--- src/common/epm_pkg.sv ---
// constants of the ethernet power mode manager: register offsets,
// field positions, mode codes, reset values and timer pacing.
// assumes a 16-bit register port with byte addresses.
package epm_pkg;
	// register byte offsets
	localparam logic [7:0] GLOBAL_RESET_OFS = 8'h26;
	localparam logic [7:0] INTERRUPT_ENABLE_OFS = 8'h90;
	localparam logic [7:0] INTERRUPT_STATUS_OFS = 8'h92;
	localparam logic [7:0] POWER_MGMT_EVENT_CONTROL_OFS = 8'hd4;
	localparam logic [7:0] SLEEP_WAKE_TIMER_OFS = 8'h7e;
	localparam logic [7:0] CHIP_CONFIGURATION_OFS = 8'h08;
	localparam logic [7:0] RECEIVE_FRAME_DATA_POINTER_OFS = 8'h86;
	localparam logic [7:0] PORT_CONTROL_LINK_DIAG_OFS = 8'hf4;

	// power_mgmt_event_control fields
	localparam int MODE_LSB = 0;
	localparam int WAKE_TO_NORMAL_BIT = 6;
	localparam int AUTO_WAKE_BIT = 7;
	localparam int PME_ENABLE_BIT = 8;
	// interrupt enable / status energy bit
	localparam int ENERGY_IRQ_BIT = 2;
	// sleep_wake_timer fields
	localparam int GO_SLEEP_LSB = 0;
	localparam int WAKE_UP_LSB = 8;
	// chip_configuration fields
	localparam int CFG_BUS8_BIT = 6;
	localparam int CFG_BUS16_BIT = 7;
	localparam int CFG_BIG_ENDIAN_BIT = 10;
	// receive_frame_data_pointer endian select
	localparam int RXFDP_ENDIAN_BIT = 11;
	// port_control_link_diag power saving enable
	localparam int PORT_SAVE_BIT = 10;

	// power mode codes
	localparam logic [1:0] MODE_NORMAL = 2'h0;
	localparam logic [1:0] MODE_ENERGY = 2'h1;
	localparam logic [1:0] MODE_SOFT_DOWN = 2'h2;
	localparam logic [1:0] MODE_SAVING = 2'h3;

	// reset values
	localparam logic [15:0] REG_RESET = 16'h0000;

	// timer pacing: one sleep/wake unit
	localparam int CLK_KHZ = 40000;
	localparam int TIME_UNIT_US = 1000;
	localparam int TICK_CYCLES = (TIME_UNIT_US * CLK_KHZ) / 1000;

	// internal power states, one-hot
	typedef enum logic [4:0] {
		PS_NORMAL = 5'h01,
		PS_ED_AWAKE = 5'h02,
		PS_ED_LOW = 5'h04,
		PS_SOFT_DOWN = 5'h08,
		PS_SAVING = 5'h10
	} epm_state_t;
endpackage

--- src/rtl/epm_dwell_timer.sv ---
// dwell timer: counts time units while a condition holds.
// assumes tick is a one-cycle pulse from the owner's divider.
`timescale 1ns/1ps
module epm_dwell_timer #(
	parameter int LIMIT_W = 8 // width of the limit field
) (
	input wire logic core_clk, // system clock
	input wire logic sys_rst, // async reset, active high
	input wire logic hold, // condition being timed
	input wire logic tick, // one time unit elapsed
	input wire logic [LIMIT_W-1:0] limit, // units the condition must exceed
	output logic expired // condition held longer than limit
);
	logic [LIMIT_W:0] count;
	wire logic past = count > {1'b0, limit};
	wire logic saturated = &count;

	// restart whenever the condition drops; saturate so a long hold stays expired
	always_ff @(posedge core_clk or posedge sys_rst) begin
		if (sys_rst) begin
			count <= '0;
		end else if (!hold) begin
			count <= '0;
		end else if (tick && !saturated) begin
			count <= count + 1'b1;
		end
	end

	// strictly longer than the limit, never equal
	always_ff @(posedge core_clk or posedge sys_rst) begin
		if (sys_rst) begin
			expired <= 1'b0;
		end else begin
			expired <= hold && past;
		end
	end
endmodule

--- src/rtl/epm_strap_latch.sv ---
// strap capture: samples straps once, on the first edge after reset.
// assumes straps are stable while reset is asserted and just after.
`timescale 1ns/1ps
module epm_strap_latch (
	input wire logic core_clk, // system clock
	input wire logic sys_rst, // async reset, active high
	input wire logic endian_strap, // high selects big endian
	input wire logic bus_width_strap, // high selects 16-bit bus
	input wire logic eeprom_present_strap, // high when an eeprom is fitted
	input wire logic wideBusMode, // device built for the 32-bit bus
	output logic bigEndianStrap, // latched endian strap
	output logic bus16Strap, // latched 16-bit selection
	output logic bus8Strap // latched 8-bit selection
);
	logic taken;

	// reset can only load constants, so the straps are sampled after release
	always_ff @(posedge core_clk or posedge sys_rst) begin
		if (sys_rst) begin
			taken <= 1'b0;
			bigEndianStrap <= 1'b0;
			bus16Strap <= 1'b0;
			bus8Strap <= 1'b0;
		end else if (!taken) begin
			taken <= 1'b1;
			bigEndianStrap <= endian_strap;
			// width strap counts only without eeprom and off the 32-bit bus
			bus16Strap <= !eeprom_present_strap && !wideBusMode && bus_width_strap;
			bus8Strap <= !eeprom_present_strap && !wideBusMode && !bus_width_strap;
		end
	end
endmodule

--- src/rtl/epm_power_manager.sv ---
// power mode manager: mode register, block gating, energy-detect
// sleep/wake sequencing, wake signalling and strap-derived config.
// assumes host accesses arrive as one-cycle strobes synchronous to core_clk.
`timescale 1ns/1ps
module epm_power_manager #(
	parameter int TICK_CYCLES = epm_pkg::TICK_CYCLES // core cycles per time unit
) (
	input wire logic core_clk, // 40 MHz system clock
	input wire logic sys_rst, // async reset, active high
	input wire logic [7:0] hostAddr, // register byte address
	input wire logic hostRd, // read strobe, one cycle
	input wire logic hostWr, // write strobe, one cycle
	input wire logic [1:0] hostByteEn_n, // byte enables, active low
	input wire logic [15:0] hostWrData, // write data
	output logic [15:0] hostRdData, // read data, registered
	output logic hostRdValid, // read data valid, one cycle
	input wire logic cableEnergy, // receiver sees energy on the cable
	input wire logic autoNegEnable, // auto-negotiation enabled
	input wire logic endian_strap, // endian strap pin
	input wire logic bus_width_strap, // bus width strap pin
	input wire logic eeprom_present_strap, // eeprom strap pin
	input wire logic wideBusMode, // 32-bit bus build
	output logic power_event_out, // power management event pin
	output logic irqOut, // interrupt request, active high
	output logic clkEnable, // internal clock running
	output logic macEnable, // mac powered
	output logic hostIfEnable, // host interface serving accesses
	output logic phyTxEnable, // phy transmitter powered
	output logic phyRxEnable, // full phy receiver powered
	output logic energyDetectOn, // receiver energy detector powered
	output logic packetEnable, // transmit and receive allowed
	output logic bigEndian, // effective byte order
	output logic bus16 // effective 16-bit bus selection
);
	localparam int TICK_W = $clog2(TICK_CYCLES + 1);
	localparam logic [TICK_W-1:0] TICK_LAST = TICK_W'(TICK_CYCLES - 1);

	// register storage
	logic [15:0] power_mgmt_event_control;
	logic [15:0] interrupt_enable;
	logic [15:0] sleep_wake_timer;
	logic [15:0] global_reset;
	logic [15:0] receive_frame_data_pointer;
	logic [15:0] port_control_link_diag;
	logic energyFlag;
	logic lowPower;
	logic wakeSeen;
	logic [TICK_W-1:0] tickCount;
	logic tick;
	logic sleepExpired;
	logic wakeExpired;
	logic bigEndianStrap;
	logic bus16Strap;
	logic bus8Strap;
	epm_pkg::epm_state_t pwrState;

	// byte-lane merge shared by every writable register
	function automatic logic [15:0] merge(input logic [15:0] old, input logic [15:0] val,
			input logic [1:0] benN);
		merge = {benN[1] ? old[15:8] : val[15:8], benN[0] ? old[7:0] : val[7:0]};
	endfunction

	// field decode
	wire logic [1:0] mode = power_mgmt_event_control[epm_pkg::MODE_LSB +: 2];
	wire logic autoWake = power_mgmt_event_control[epm_pkg::AUTO_WAKE_BIT];
	wire logic wakeToNormal = power_mgmt_event_control[epm_pkg::WAKE_TO_NORMAL_BIT];
	wire logic pmeEnable = power_mgmt_event_control[epm_pkg::PME_ENABLE_BIT];
	wire logic [7:0] goSleepTime = sleep_wake_timer[epm_pkg::GO_SLEEP_LSB +: 8];
	wire logic [7:0] wakeUpTime = sleep_wake_timer[epm_pkg::WAKE_UP_LSB +: 8];
	wire logic modeEnergy = mode == epm_pkg::MODE_ENERGY;
	wire logic modeSoft = mode == epm_pkg::MODE_SOFT_DOWN;
	wire logic modeSaving = mode == epm_pkg::MODE_SAVING;

	// current power state from mode and energy-detect substate
	epm_pkg::epm_state_t curState;
	always_comb begin
		case (mode)
			epm_pkg::MODE_ENERGY: begin
				curState = lowPower ? epm_pkg::PS_ED_LOW : epm_pkg::PS_ED_AWAKE;
			end
			epm_pkg::MODE_SOFT_DOWN: curState = epm_pkg::PS_SOFT_DOWN;
			epm_pkg::MODE_SAVING: curState = epm_pkg::PS_SAVING;
			default: curState = epm_pkg::PS_NORMAL;
		endcase
	end

	// host port decode; only a wake read gets through while asleep
	wire logic hostLive = !modeSoft && !(modeEnergy && lowPower);
	wire logic hitGrr = hostAddr == epm_pkg::GLOBAL_RESET_OFS;
	wire logic hitIer = hostAddr == epm_pkg::INTERRUPT_ENABLE_OFS;
	wire logic hitIsr = hostAddr == epm_pkg::INTERRUPT_STATUS_OFS;
	wire logic hitPm = hostAddr == epm_pkg::POWER_MGMT_EVENT_CONTROL_OFS;
	wire logic hitSwt = hostAddr == epm_pkg::SLEEP_WAKE_TIMER_OFS;
	wire logic hitCfg = hostAddr == epm_pkg::CHIP_CONFIGURATION_OFS;
	wire logic hitRxf = hostAddr == epm_pkg::RECEIVE_FRAME_DATA_POINTER_OFS;
	wire logic hitPort = hostAddr == epm_pkg::PORT_CONTROL_LINK_DIAG_OFS;
	wire logic wrLive = hostWr && hostLive;
	wire logic wakeRead = hostRd && hitGrr && !hostLive;
	wire logic isrClear = wrLive && hitIsr && !hostByteEn_n[0]
		&& hostWrData[epm_pkg::ENERGY_IRQ_BIT];

	// energy-detect event: rising edge of the wake condition in low power
	wire logic wakeCond = modeEnergy && lowPower && wakeExpired;
	wire logic energyEvent = wakeCond && !wakeSeen;
	wire logic autoReturn = energyEvent && autoWake;
	wire logic toNormalMode = autoReturn && wakeToNormal;

	// power saving gate holds only while every entry condition holds
	wire logic savingGate = modeSaving && autoNegEnable && !cableEnergy
		&& port_control_link_diag[epm_pkg::PORT_SAVE_BIT];

	// chip configuration read view
	wire logic [15:0] cfgView = (16'h0001 << epm_pkg::CFG_BIG_ENDIAN_BIT) & {16{bigEndianStrap}}
		| (16'h0001 << epm_pkg::CFG_BUS16_BIT) & {16{bus16Strap}}
		| (16'h0001 << epm_pkg::CFG_BUS8_BIT) & {16{bus8Strap}};
	wire logic [15:0] isrView = {15'h0000, energyFlag} << epm_pkg::ENERGY_IRQ_BIT;

	// read mux; unmapped addresses and sleeping accesses other than global reset read zero
	logic [15:0] rdMux;
	always_comb begin
		rdMux = 16'h0000;
		if (hitGrr) begin
			rdMux = global_reset;
		end else if (!hostLive) begin
			rdMux = 16'h0000;
		end else if (hitIer) begin
			rdMux = interrupt_enable;
		end else if (hitIsr) begin
			rdMux = isrView;
		end else if (hitPm) begin
			rdMux = power_mgmt_event_control;
		end else if (hitSwt) begin
			rdMux = sleep_wake_timer;
		end else if (hitCfg) begin
			rdMux = cfgView;
		end else if (hitRxf) begin
			rdMux = receive_frame_data_pointer;
		end else if (hitPort) begin
			rdMux = port_control_link_diag;
		end
	end

	// time-unit divider for the sleep and wake timers
	always_ff @(posedge core_clk or posedge sys_rst) begin
		if (sys_rst) begin
			tickCount <= '0;
			tick <= 1'b0;
		end else begin
			tick <= tickCount == TICK_LAST;
			tickCount <= (tickCount == TICK_LAST) ? '0 : tickCount + 1'b1;
		end
	end

	// quiet cable timer, runs only while awake in energy mode
	epm_dwell_timer #(.LIMIT_W(8)) sleepTimer (
		.core_clk(core_clk),
		.sys_rst(sys_rst),
		.hold(modeEnergy && !lowPower && !cableEnergy),
		.tick(tick),
		.limit(goSleepTime),
		.expired(sleepExpired)
	);

	// energy-present timer, runs only in the low power state
	epm_dwell_timer #(.LIMIT_W(8)) wakeTimer (
		.core_clk(core_clk),
		.sys_rst(sys_rst),
		.hold(modeEnergy && lowPower && cableEnergy),
		.tick(tick),
		.limit(wakeUpTime),
		.expired(wakeExpired)
	);

	// strap capture after reset release
	epm_strap_latch straps (
		.core_clk(core_clk),
		.sys_rst(sys_rst),
		.endian_strap(endian_strap),
		.bus_width_strap(bus_width_strap),
		.eeprom_present_strap(eeprom_present_strap),
		.wideBusMode(wideBusMode),
		.bigEndianStrap(bigEndianStrap),
		.bus16Strap(bus16Strap),
		.bus8Strap(bus8Strap)
	);

	// mode control register; hardware wake paths override host writes
	always_ff @(posedge core_clk or posedge sys_rst) begin
		if (sys_rst) begin
			power_mgmt_event_control <= epm_pkg::REG_RESET;
		end else if (wakeRead && modeSoft) begin
			power_mgmt_event_control[epm_pkg::MODE_LSB +: 2] <= epm_pkg::MODE_NORMAL;
		end else if (toNormalMode) begin
			power_mgmt_event_control[epm_pkg::MODE_LSB +: 2] <= epm_pkg::MODE_NORMAL;
		end else if (wrLive && hitPm) begin
			power_mgmt_event_control <= merge(power_mgmt_event_control, hostWrData, hostByteEn_n);
		end
	end

	// plain storage registers, frozen while the host side sleeps
	always_ff @(posedge core_clk or posedge sys_rst) begin
		if (sys_rst) begin
			interrupt_enable <= epm_pkg::REG_RESET;
			sleep_wake_timer <= epm_pkg::REG_RESET;
			global_reset <= epm_pkg::REG_RESET;
			receive_frame_data_pointer <= epm_pkg::REG_RESET;
			port_control_link_diag <= epm_pkg::REG_RESET;
		end else if (wrLive) begin
			if (hitIer) interrupt_enable <= merge(interrupt_enable, hostWrData, hostByteEn_n);
			if (hitSwt) sleep_wake_timer <= merge(sleep_wake_timer, hostWrData, hostByteEn_n);
			if (hitGrr) global_reset <= merge(global_reset, hostWrData, hostByteEn_n);
			if (hitRxf) begin
				receive_frame_data_pointer <= merge(receive_frame_data_pointer, hostWrData,
					hostByteEn_n);
			end
			if (hitPort) begin
				port_control_link_diag <= merge(port_control_link_diag, hostWrData,
					hostByteEn_n);
			end
		end
	end

	// energy wake status; a new event beats a same-cycle clear
	always_ff @(posedge core_clk or posedge sys_rst) begin
		if (sys_rst) begin
			energyFlag <= 1'b0;
		end else if (energyEvent) begin
			energyFlag <= 1'b1;
		end else if (isrClear) begin
			energyFlag <= 1'b0;
		end
	end

	// energy-detect substate: sleep on quiet cable, wake on auto-wake event or host read
	always_ff @(posedge core_clk or posedge sys_rst) begin
		if (sys_rst) begin
			lowPower <= 1'b0;
			wakeSeen <= 1'b0;
		end else begin
			wakeSeen <= wakeCond;
			if (!modeEnergy) begin
				lowPower <= 1'b0;
			end else if (wakeRead || autoReturn) begin
				lowPower <= 1'b0;
			end else if (sleepExpired) begin
				lowPower <= 1'b1;
			end
		end
	end

	// registered host answer, one cycle after the read strobe
	always_ff @(posedge core_clk or posedge sys_rst) begin
		if (sys_rst) begin
			hostRdData <= 16'h0000;
			hostRdValid <= 1'b0;
		end else begin
			hostRdValid <= hostRd;
			hostRdData <= hostRd ? rdMux : 16'h0000;
		end
	end

	// block gating per power state; saving keeps tx up, drops idle rx
	logic nClk, nMac, nHost, nTx, nRx, nEd;
	always_comb begin
		nClk = 1'b1;
		nMac = 1'b1;
		nHost = 1'b1;
		nTx = 1'b1;
		nRx = 1'b1;
		nEd = 1'b1;
		case (curState)
			epm_pkg::PS_NORMAL, epm_pkg::PS_ED_AWAKE: begin
				nClk = 1'b1;
			end
			epm_pkg::PS_ED_LOW: begin
				nClk = 1'b0;
				nMac = 1'b0;
				nHost = 1'b0;
				nTx = 1'b0;
				nRx = 1'b0;
			end
			epm_pkg::PS_SOFT_DOWN: begin
				nClk = 1'b0;
				nMac = 1'b0;
				nHost = 1'b0;
				nTx = 1'b0;
				nRx = 1'b0;
				nEd = 1'b0;
			end
			epm_pkg::PS_SAVING: begin
				nRx = !savingGate;
			end
			default: begin
				nClk = 1'b1;
			end
		endcase
	end

	// every output leaves from a flip-flop
	always_ff @(posedge core_clk or posedge sys_rst) begin
		if (sys_rst) begin
			pwrState <= epm_pkg::PS_NORMAL;
			clkEnable <= 1'b1;
			macEnable <= 1'b1;
			hostIfEnable <= 1'b1;
			phyTxEnable <= 1'b1;
			phyRxEnable <= 1'b1;
			energyDetectOn <= 1'b1;
			packetEnable <= 1'b1;
			power_event_out <= 1'b0;
			irqOut <= 1'b0;
			bigEndian <= 1'b0;
			bus16 <= 1'b0;
		end else begin
			pwrState <= curState;
			clkEnable <= nClk;
			macEnable <= nMac;
			hostIfEnable <= nHost;
			phyTxEnable <= nTx;
			phyRxEnable <= nRx;
			energyDetectOn <= nEd;
			packetEnable <= nMac && nTx && nRx;
			power_event_out <= energyFlag && pmeEnable;
			irqOut <= energyFlag && interrupt_enable[epm_pkg::ENERGY_IRQ_BIT];
			// strap high wins; otherwise software picks the byte order
			bigEndian <= bigEndianStrap
				|| receive_frame_data_pointer[epm_pkg::RXFDP_ENDIAN_BIT];
			bus16 <= bus16Strap;
		end
	end
endmodule

--- config.mk ---
export PLATFORM = sky130hd
export DESIGN_NAME = epm_power_manager
export DESIGN_NICKNAME = d
export VERILOG_FILES = /design/src/common/epm_pkg.sv /design/src/rtl/epm_dwell_timer.sv /design/src/rtl/epm_strap_latch.sv /design/src/rtl/epm_power_manager.sv
export SDC_FILE = /design/constraint.sdc
export NUM_CORES = 1
export LEC_CHECK = 0
export ABC_AREA = 1
export BUFFER_PORTS_ARGS = -buffer_cell sky130_fd_sc_hd__buf_2
export CAP_MARGIN = 20
export CORE_ASPECT_RATIO = 0.6
export CORE_UTILIZATION = 55
export DETAILED_ROUTE_END_ITERATION = 10
export HOLD_SLACK_MARGIN = 0.12
export PLACE_DENSITY = 0.83
export RECOVER_POWER = 100
export REMOVE_ABC_BUFFERS = 1
export SLEW_MARGIN = 20
export SYNTH_ARGS = -nofsm -noshare
export SYNTH_HDL_FRONTEND = slang
export SYNTH_SLANG_ARGS = --single-unit
--- constraint.sdc ---
create_clock -name core_clk -period 10.77 [get_ports core_clk]
set_input_delay 2.154 -clock core_clk [delete_from_list [all_inputs] [get_ports core_clk]]
set_output_delay 2.154 -clock core_clk [all_outputs]
set_load 0.03 [all_outputs]
---- After elaboration in Yosys (flattened, before gate mapping) ----
Cells that the tools add are included.
storage, ports and cells
  register bits after elaboration ......... 165
  bits in latches ......................... 0
  memory bits (writable) .................. 0
  ROM bits ................................ 0
  output and inout bits ................... 28
  word-level logic and storage cells ...... 158
  memories ................................ 0
cells by class
  add/sub/neg operators ................... 3
  multipliers ............................. 0
  div/mod/pow operators ................... 0
  order comparisons ....................... 2
  equal/unequal tests ..................... 19
  shift operators ......................... 0
  multiplexer cells ....................... 29
  bitwise gates (word level) .............. 6
  reduce and logical (&&, ||, !) cells .... 63
operators with widths
  cell                     number
  $mux W16                 11
  $eq A8 B8 Y1 const B     5
  $mux W9                  4
  $logic_and A1 B1 Y1      30
  $reduce_and A3 Y1        10
  $add A9 B1 Y9 const B    2
  $gt A9 B8 Y1             2
  $reduce_and A9 Y1        2
  $add A16 B1 Y16 const B  1
  $eq A16 B16 Y1 const B   1
  $pmux W5 S3              1
  $logic_not A1 Y1         13
  $or A11 B7 Y11           1
  $or A11 B8 Y11           1
  $eq A8 B4 Y1 const B     1
  $eq A8 B6 Y1 const B     1
  $eq A8 B7 Y1 const B     1
  $mux W2                  4
  $reduce_and A4 Y1        2
  $mux W1                  7
  $ne A3 B1 Y1 const B     2
  $eq A5 B3 Y1 const B     1
  $eq A5 B4 Y1 const B     1
  $eq A5 B5 Y1 const B     1
  other kinds (11)         17

---- Depth between registers and ports, before layout ----
  depth in word-level cells ............... 11
  mapped depth ............................ 14
  depth with buffers taken out ............ 13

---- Cells and area by module ----
Synthesis repeated with hierarchy kept, for this count alone.
second synthesis, totals
  cells, all modules ...................... 1004
  area, all modules ....................... 8104.0 um^2
by module, submodules not included
  module                         times used  cells an instance  area an instance (um^2)  sequential area each (um^2)
  epm_power_manager              1           773                6441.2                   3533.4
  epm_dwell_timer at sleepTimer  1           106                753.2                    250.2
  epm_dwell_timer at wakeTimer   1           106                752.0                    250.2
  epm_strap_latch                1           19                 157.7                    100.1

---- Worst setup path before layout ----
No wires, ideal clock.
  path type ............................... input port to flip-flop
  start point ............................. input hostAddr[3]
  end point ............................... register power_mgmt_event_control[0]
  setup time .............................. 0.127 ns
  arrival ................................. 3.320 ns
  path slack .............................. 7.323 ns
  stages .................................. 11
  cells stage by stage .................... inv_1 nand2_1 nor2_4 nand4_4 nor2_4 nand2_1 nand2_1 buf_4 inv_1 nand3_1 o21ai_0
on the way
  cells in the longest elaborated chain, start to end .. 6
ends and longest elaborated chain
  element                                                              line                      text
  start, declared                                                      epm_power_manager.sv:10   input wire logic [7:0] hostAddr,
  $eq A8 B6 Y1                                                         epm_power_manager.sv:89   wire logic hitGrr = hostAddr == epm_pkg::GLOBAL_RESET_OFS;
  $logic_and A1 B1 Y1 (2 in a row)                                     epm_power_manager.sv:98   wire logic wakeRead = hostRd && hitGrr && !hostLive;
  $logic_and A1 B1 Y1                                                  epm_power_manager.sv:191  end else if (wakeRead && modeSoft) begin
  $ne A3 B1 Y1 (no line) / $reduce_bool A3 Y1 (equally long branches)  --
  $reduce_and A2 Y1 (no line)                                          --
  end signal, assigned                                                 epm_power_manager.sv:190  power_mgmt_event_control <= epm_pkg::REG_RESET;
  end signal, assigned by index                                        epm_power_manager.sv:192  power_mgmt_event_control[epm_pkg::MODE_LSB +: 2] <= epm_pkg::MODE_NORMAL;
  end signal, assigned by index                                        epm_power_manager.sv:194  power_mgmt_event_control[epm_pkg::MODE_LSB +: 2] <= epm_pkg::MODE_NORMAL;
  end, declared                                                        epm_power_manager.sv:39   logic [15:0] power_mgmt_event_control;
Parallel ways exist; a longest one is shown, timed or not.
A chain may end at the register's enable or synchronous reset.

==> impl_metrics.toml <==
[outcome]
failing_checks = "max-capacitance violations, max-slew violations"
run_status = "finished, violations left"

[synthesis]
sequential_area_share_after_synthesis_pct = 52.5
synth.cell_area_sq_um = 7880
ys_warn_count = 0
synthesis.instances = 951
yosysUniqueCellTypes = 43
syn_area_per_cell_sq_um = 8.28
synth_seq_cells = 165

[critical_path]
cp_num_buf_inv = 3
worst-r2r-setup-slack_ps = 8140
path_class = "input pin to async pin"
critical-path-max-stage-delay_ps = 2390
crit_arrival_ps = 5730
rr_endpoint = "port_control_link_diag[2]$_DFFE_PP0P_"
timing.critical_path.from_type = "input pin"
critPathLaunch = "sys_rst"
worstPathMaxFanout = 101
regToRegStartpoint = "power_mgmt_event_control[1]$_DFFE_PP0P_"
cp_cell_sequence = "buf_2, clkinvlp_2, buf_4"
critPathRequiredTime_ps = 11210
end_kind = "async pin"
path_delay_family = "buffers and inverters"
stages_on_worst_setup_path = 3
worst_r2r_path_depth = 10
crit_end = "receive_frame_data_pointer[10]$_DFFE_PP0P_"
critical-path-slowest-cell = "clkinvlp_2"

[flow_run]
cap_violations = 3

[power]
total_leakage_power_nw = 4.33
power.share.clock_pct = 47.3
share_comb_of_total_power_pct = 4.8
power.density_cell_area_nw_per_um2 = 153
net-switching-power_mw = 0.296
seq_power_share_pct = 47.8
p_sw_share_pct = 22.1
power_report.internal_total_mw = 1.05
vdd_drop_max_v = 0.000113

[sta]
min_period_over_period_pct = 49.1
tightestPinTransition_ps = 4320
post-route-min-period_ps = 5280
setup-violations-final = 0
final_number_of_hold_violating_endpoints = 0
final.setup_skew_ps = 10.9
final.setup.tns_ps = 0
timing.final.max_slew_violations = 140
maxClockFrequency_mhz = 189
timing.max_slew.rel_slack_pct = -189
rsz_0062_raised_after_global_routing = "no"
whs_ps = 380

[route]
drt_iter0_markers = 602
drc = 0
ant_nets = 0
drt-total-wl_microns = 19400
dr_total_vias = 6652
routed_via_density = 5.47
routed_wire_length_per_instance_microns = 16.0
drt_pass1_iterations = 5

[global_route]
grt_usage_pct = 28.0
grt_first_pass_wirelength_microns = 31300
first_global_vias = 6045
grt_max_degree = 102
global_route.overflow_total = 0
antenna_violations_before_repair = 0

[placement]
place.detailed.hpwl_microns = 13300
placed_cells_incl_taps = 1184
port-buffer-count = 63
placed_cell_area_sq_um = 8330
gp_congestion = 0.920

[worst_hold_path]
hold_crit_depth = 0
worst_hold_path_type = "register to register"

[cts]
cts.path.max_buffers = 2
numClockSinks = 165
insertion_delay_ps = 420
cts.repair_timing.setup_buffer_count = 0
cts-root-buf = "clkbuf_16"
tritoncts.num_buffers = 17
cts_htree_levels = 4
post_cts.resized_instances = 0
ctsHoldBuffers = 0
cts_tree = "built"
path_clk_slew_ps = 60

[floorplan]
start_util_pct = 56.9
die_area_sq_um = 14800
core-area_sq_um = 13800
io_pins = 64
die_width_microns = 156
die_height_microns = 94.7
core_rows = 33

[finish]
final-instance-count-excl-fill = 1216
stdcell_area_sq_um = 8790
most-common-layout-cells = "nand2_1 (288), dfrtp_1 (161), inv_1 (122), o21ai_0 (112), nor2_1 (70)"
final_common_cell = "nand2_1"
utilization_pct = 63.6
drive_gt1_share_pct = 7.62
diodes = 0
layout-area-overhead-vs-synth_pct = 11.6
fin_nets = 1068
filler_cell_count_in_the_final_layout = 1181
-- area by class of cell --
| class | count | area [sq um] | area share [%] |
|---|---|---|---|
| clock buffers | 23 | 458 | 5.21 |
| repair buffers | 65 | 292 | 3.32 |
| inverters | 126 | 474 | 5.39 |
| multi-input cells | 636 | 3040 | 34.6 |
| clock inverters | 9 | 154 | 1.75 |
| well taps | 192 | 240 | 2.73 |
| flip-flops and latches | 165 | 4130 | 47.0 |
-- how the worst min path moves through the flow --
stage / endpoint / slack, ps / start
2_1_floorplan: bus16$_DFF_PP0_ / 350 / straps.bus16Strap$_DFFE_PP0N_
3_3_place_gp: bus16$_DFF_PP0_ / 360 / straps.bus16Strap$_DFFE_PP0N_
3_5_place_dp: bus16$_DFF_PP0_ / 370 / straps.bus16Strap$_DFFE_PP0N_
4_1_cts: bus16$_DFF_PP0_ / 380 / straps.bus16Strap$_DFFE_PP0N_
5_1_grt: bus16$_DFF_PP0_ / 390 / straps.bus16Strap$_DFFE_PP0N_
6_report: bus16$_DFF_PP0_ / 380 / straps.bus16Strap$_DFFE_PP0N_
-- state kept, by name (all words and copies together), names as in the netlist, 9 cells and up --
name                        flops
hostRdData                     16
sleep_wake_timer               16
global_reset                   16
tickCount                      16
sleepTimer.count                9
receive_frame_data_pointer     16
port_control_link_diag         16
wakeTimer.count                 9
power_mgmt_event_control       16
interrupt_enable               16
-- stage by stage --
stage	setup slack, ps	total power [mW]
after global placement	6470	0.717
after CTS	6750	1.35
after floorplan	4160	0.693
after detailed placement	6320	0.720
final	5490	1.34
after global routing	4780	1.38
-- kinds of logic (layout without fill, tap and decap cells) --
family | count (synthesis) | count (layout) | share of synthesized area, %
AND/OR/NAND/NOR | 446 | 446 | 24.7
flip-flops | 165 | 165 | 52.5
AO/OA/AOI/OAI | 161 | 161 | 11.1
buffers and inverters | 150 | 223 | 7.64
adder cells (fa/ha/maj) | 21 | 21 | 3.34
XOR/XNOR | 7 | 7 | 0.778
other | 1 | 1 | 0.0476
-- per-layer routing --
| layer | GRT usage (%) | up-vias | routed length (microns) |
|---|---|---|---|
| met5 | 0 | - | 0 |
| met4 | 6.94 | 0 | 181 |
| met3 | 6.47 | 21 | 1980 |
| met2 | 40.1 | 311 | 8050 |
| met1 | 42.8 | 3157 | 9200 |
| li1 | - | 3163 | - |
-- power by group through the flow --
| stage | clock (mW) | combinational (mW) | sequential, mW |
|---|---|---|---|
| 3_5_place_dp | 0 | 0.0669 | 0.653 |
| 5_1_grt | 0.667 | 0.0735 | 0.644 |
| 6_report | 0.636 | 0.0648 | 0.643 |
| 4_1_cts | 0.640 | 0.0680 | 0.642 |
| 2_1_floorplan | 0 | 0.0386 | 0.655 |
| 3_3_place_gp | 0 | 0.0648 | 0.653 |
-- cells in the mapped netlist (all sizes together) --
cell type | n | area (sq um)
nor3 | 14 | 70.1
nand2 | 291 | 1120
a41oi | 2 | 17.5
o21ai | 114 | 601
a21o | 2 | 15.0
inv | 125 | 469
dfrtp | 161 | 4030
o31ai | 2 | 15.0
o21bai | 2 | 15.0
nand4 | 23 | 159
clkbuf | 6 | 22.5
o211ai | 1 | 7.51
a21oi | 34 | 170
ha | 21 | 263
o21a | 2 | 15.0
buf | 18 | 106
xnor2 | 1 | 8.76
or2 | 4 | 25.0
nor3b | 3 | 22.5
clkinv | 1 | 3.75
and3 | 1 | 6.26
nand3 | 32 | 165
a211oi | 2 | 15.0
nor2 | 71 | 330
nor4 | 4 | 25.0
nand3b | 2 | 15.0
xor2 | 6 | 52.6
conb | 1 | 3.75
dfstp | 4 | 105
and2 | 1 | 6.26
Note: power is estimated with default switching activity, not from simulation.
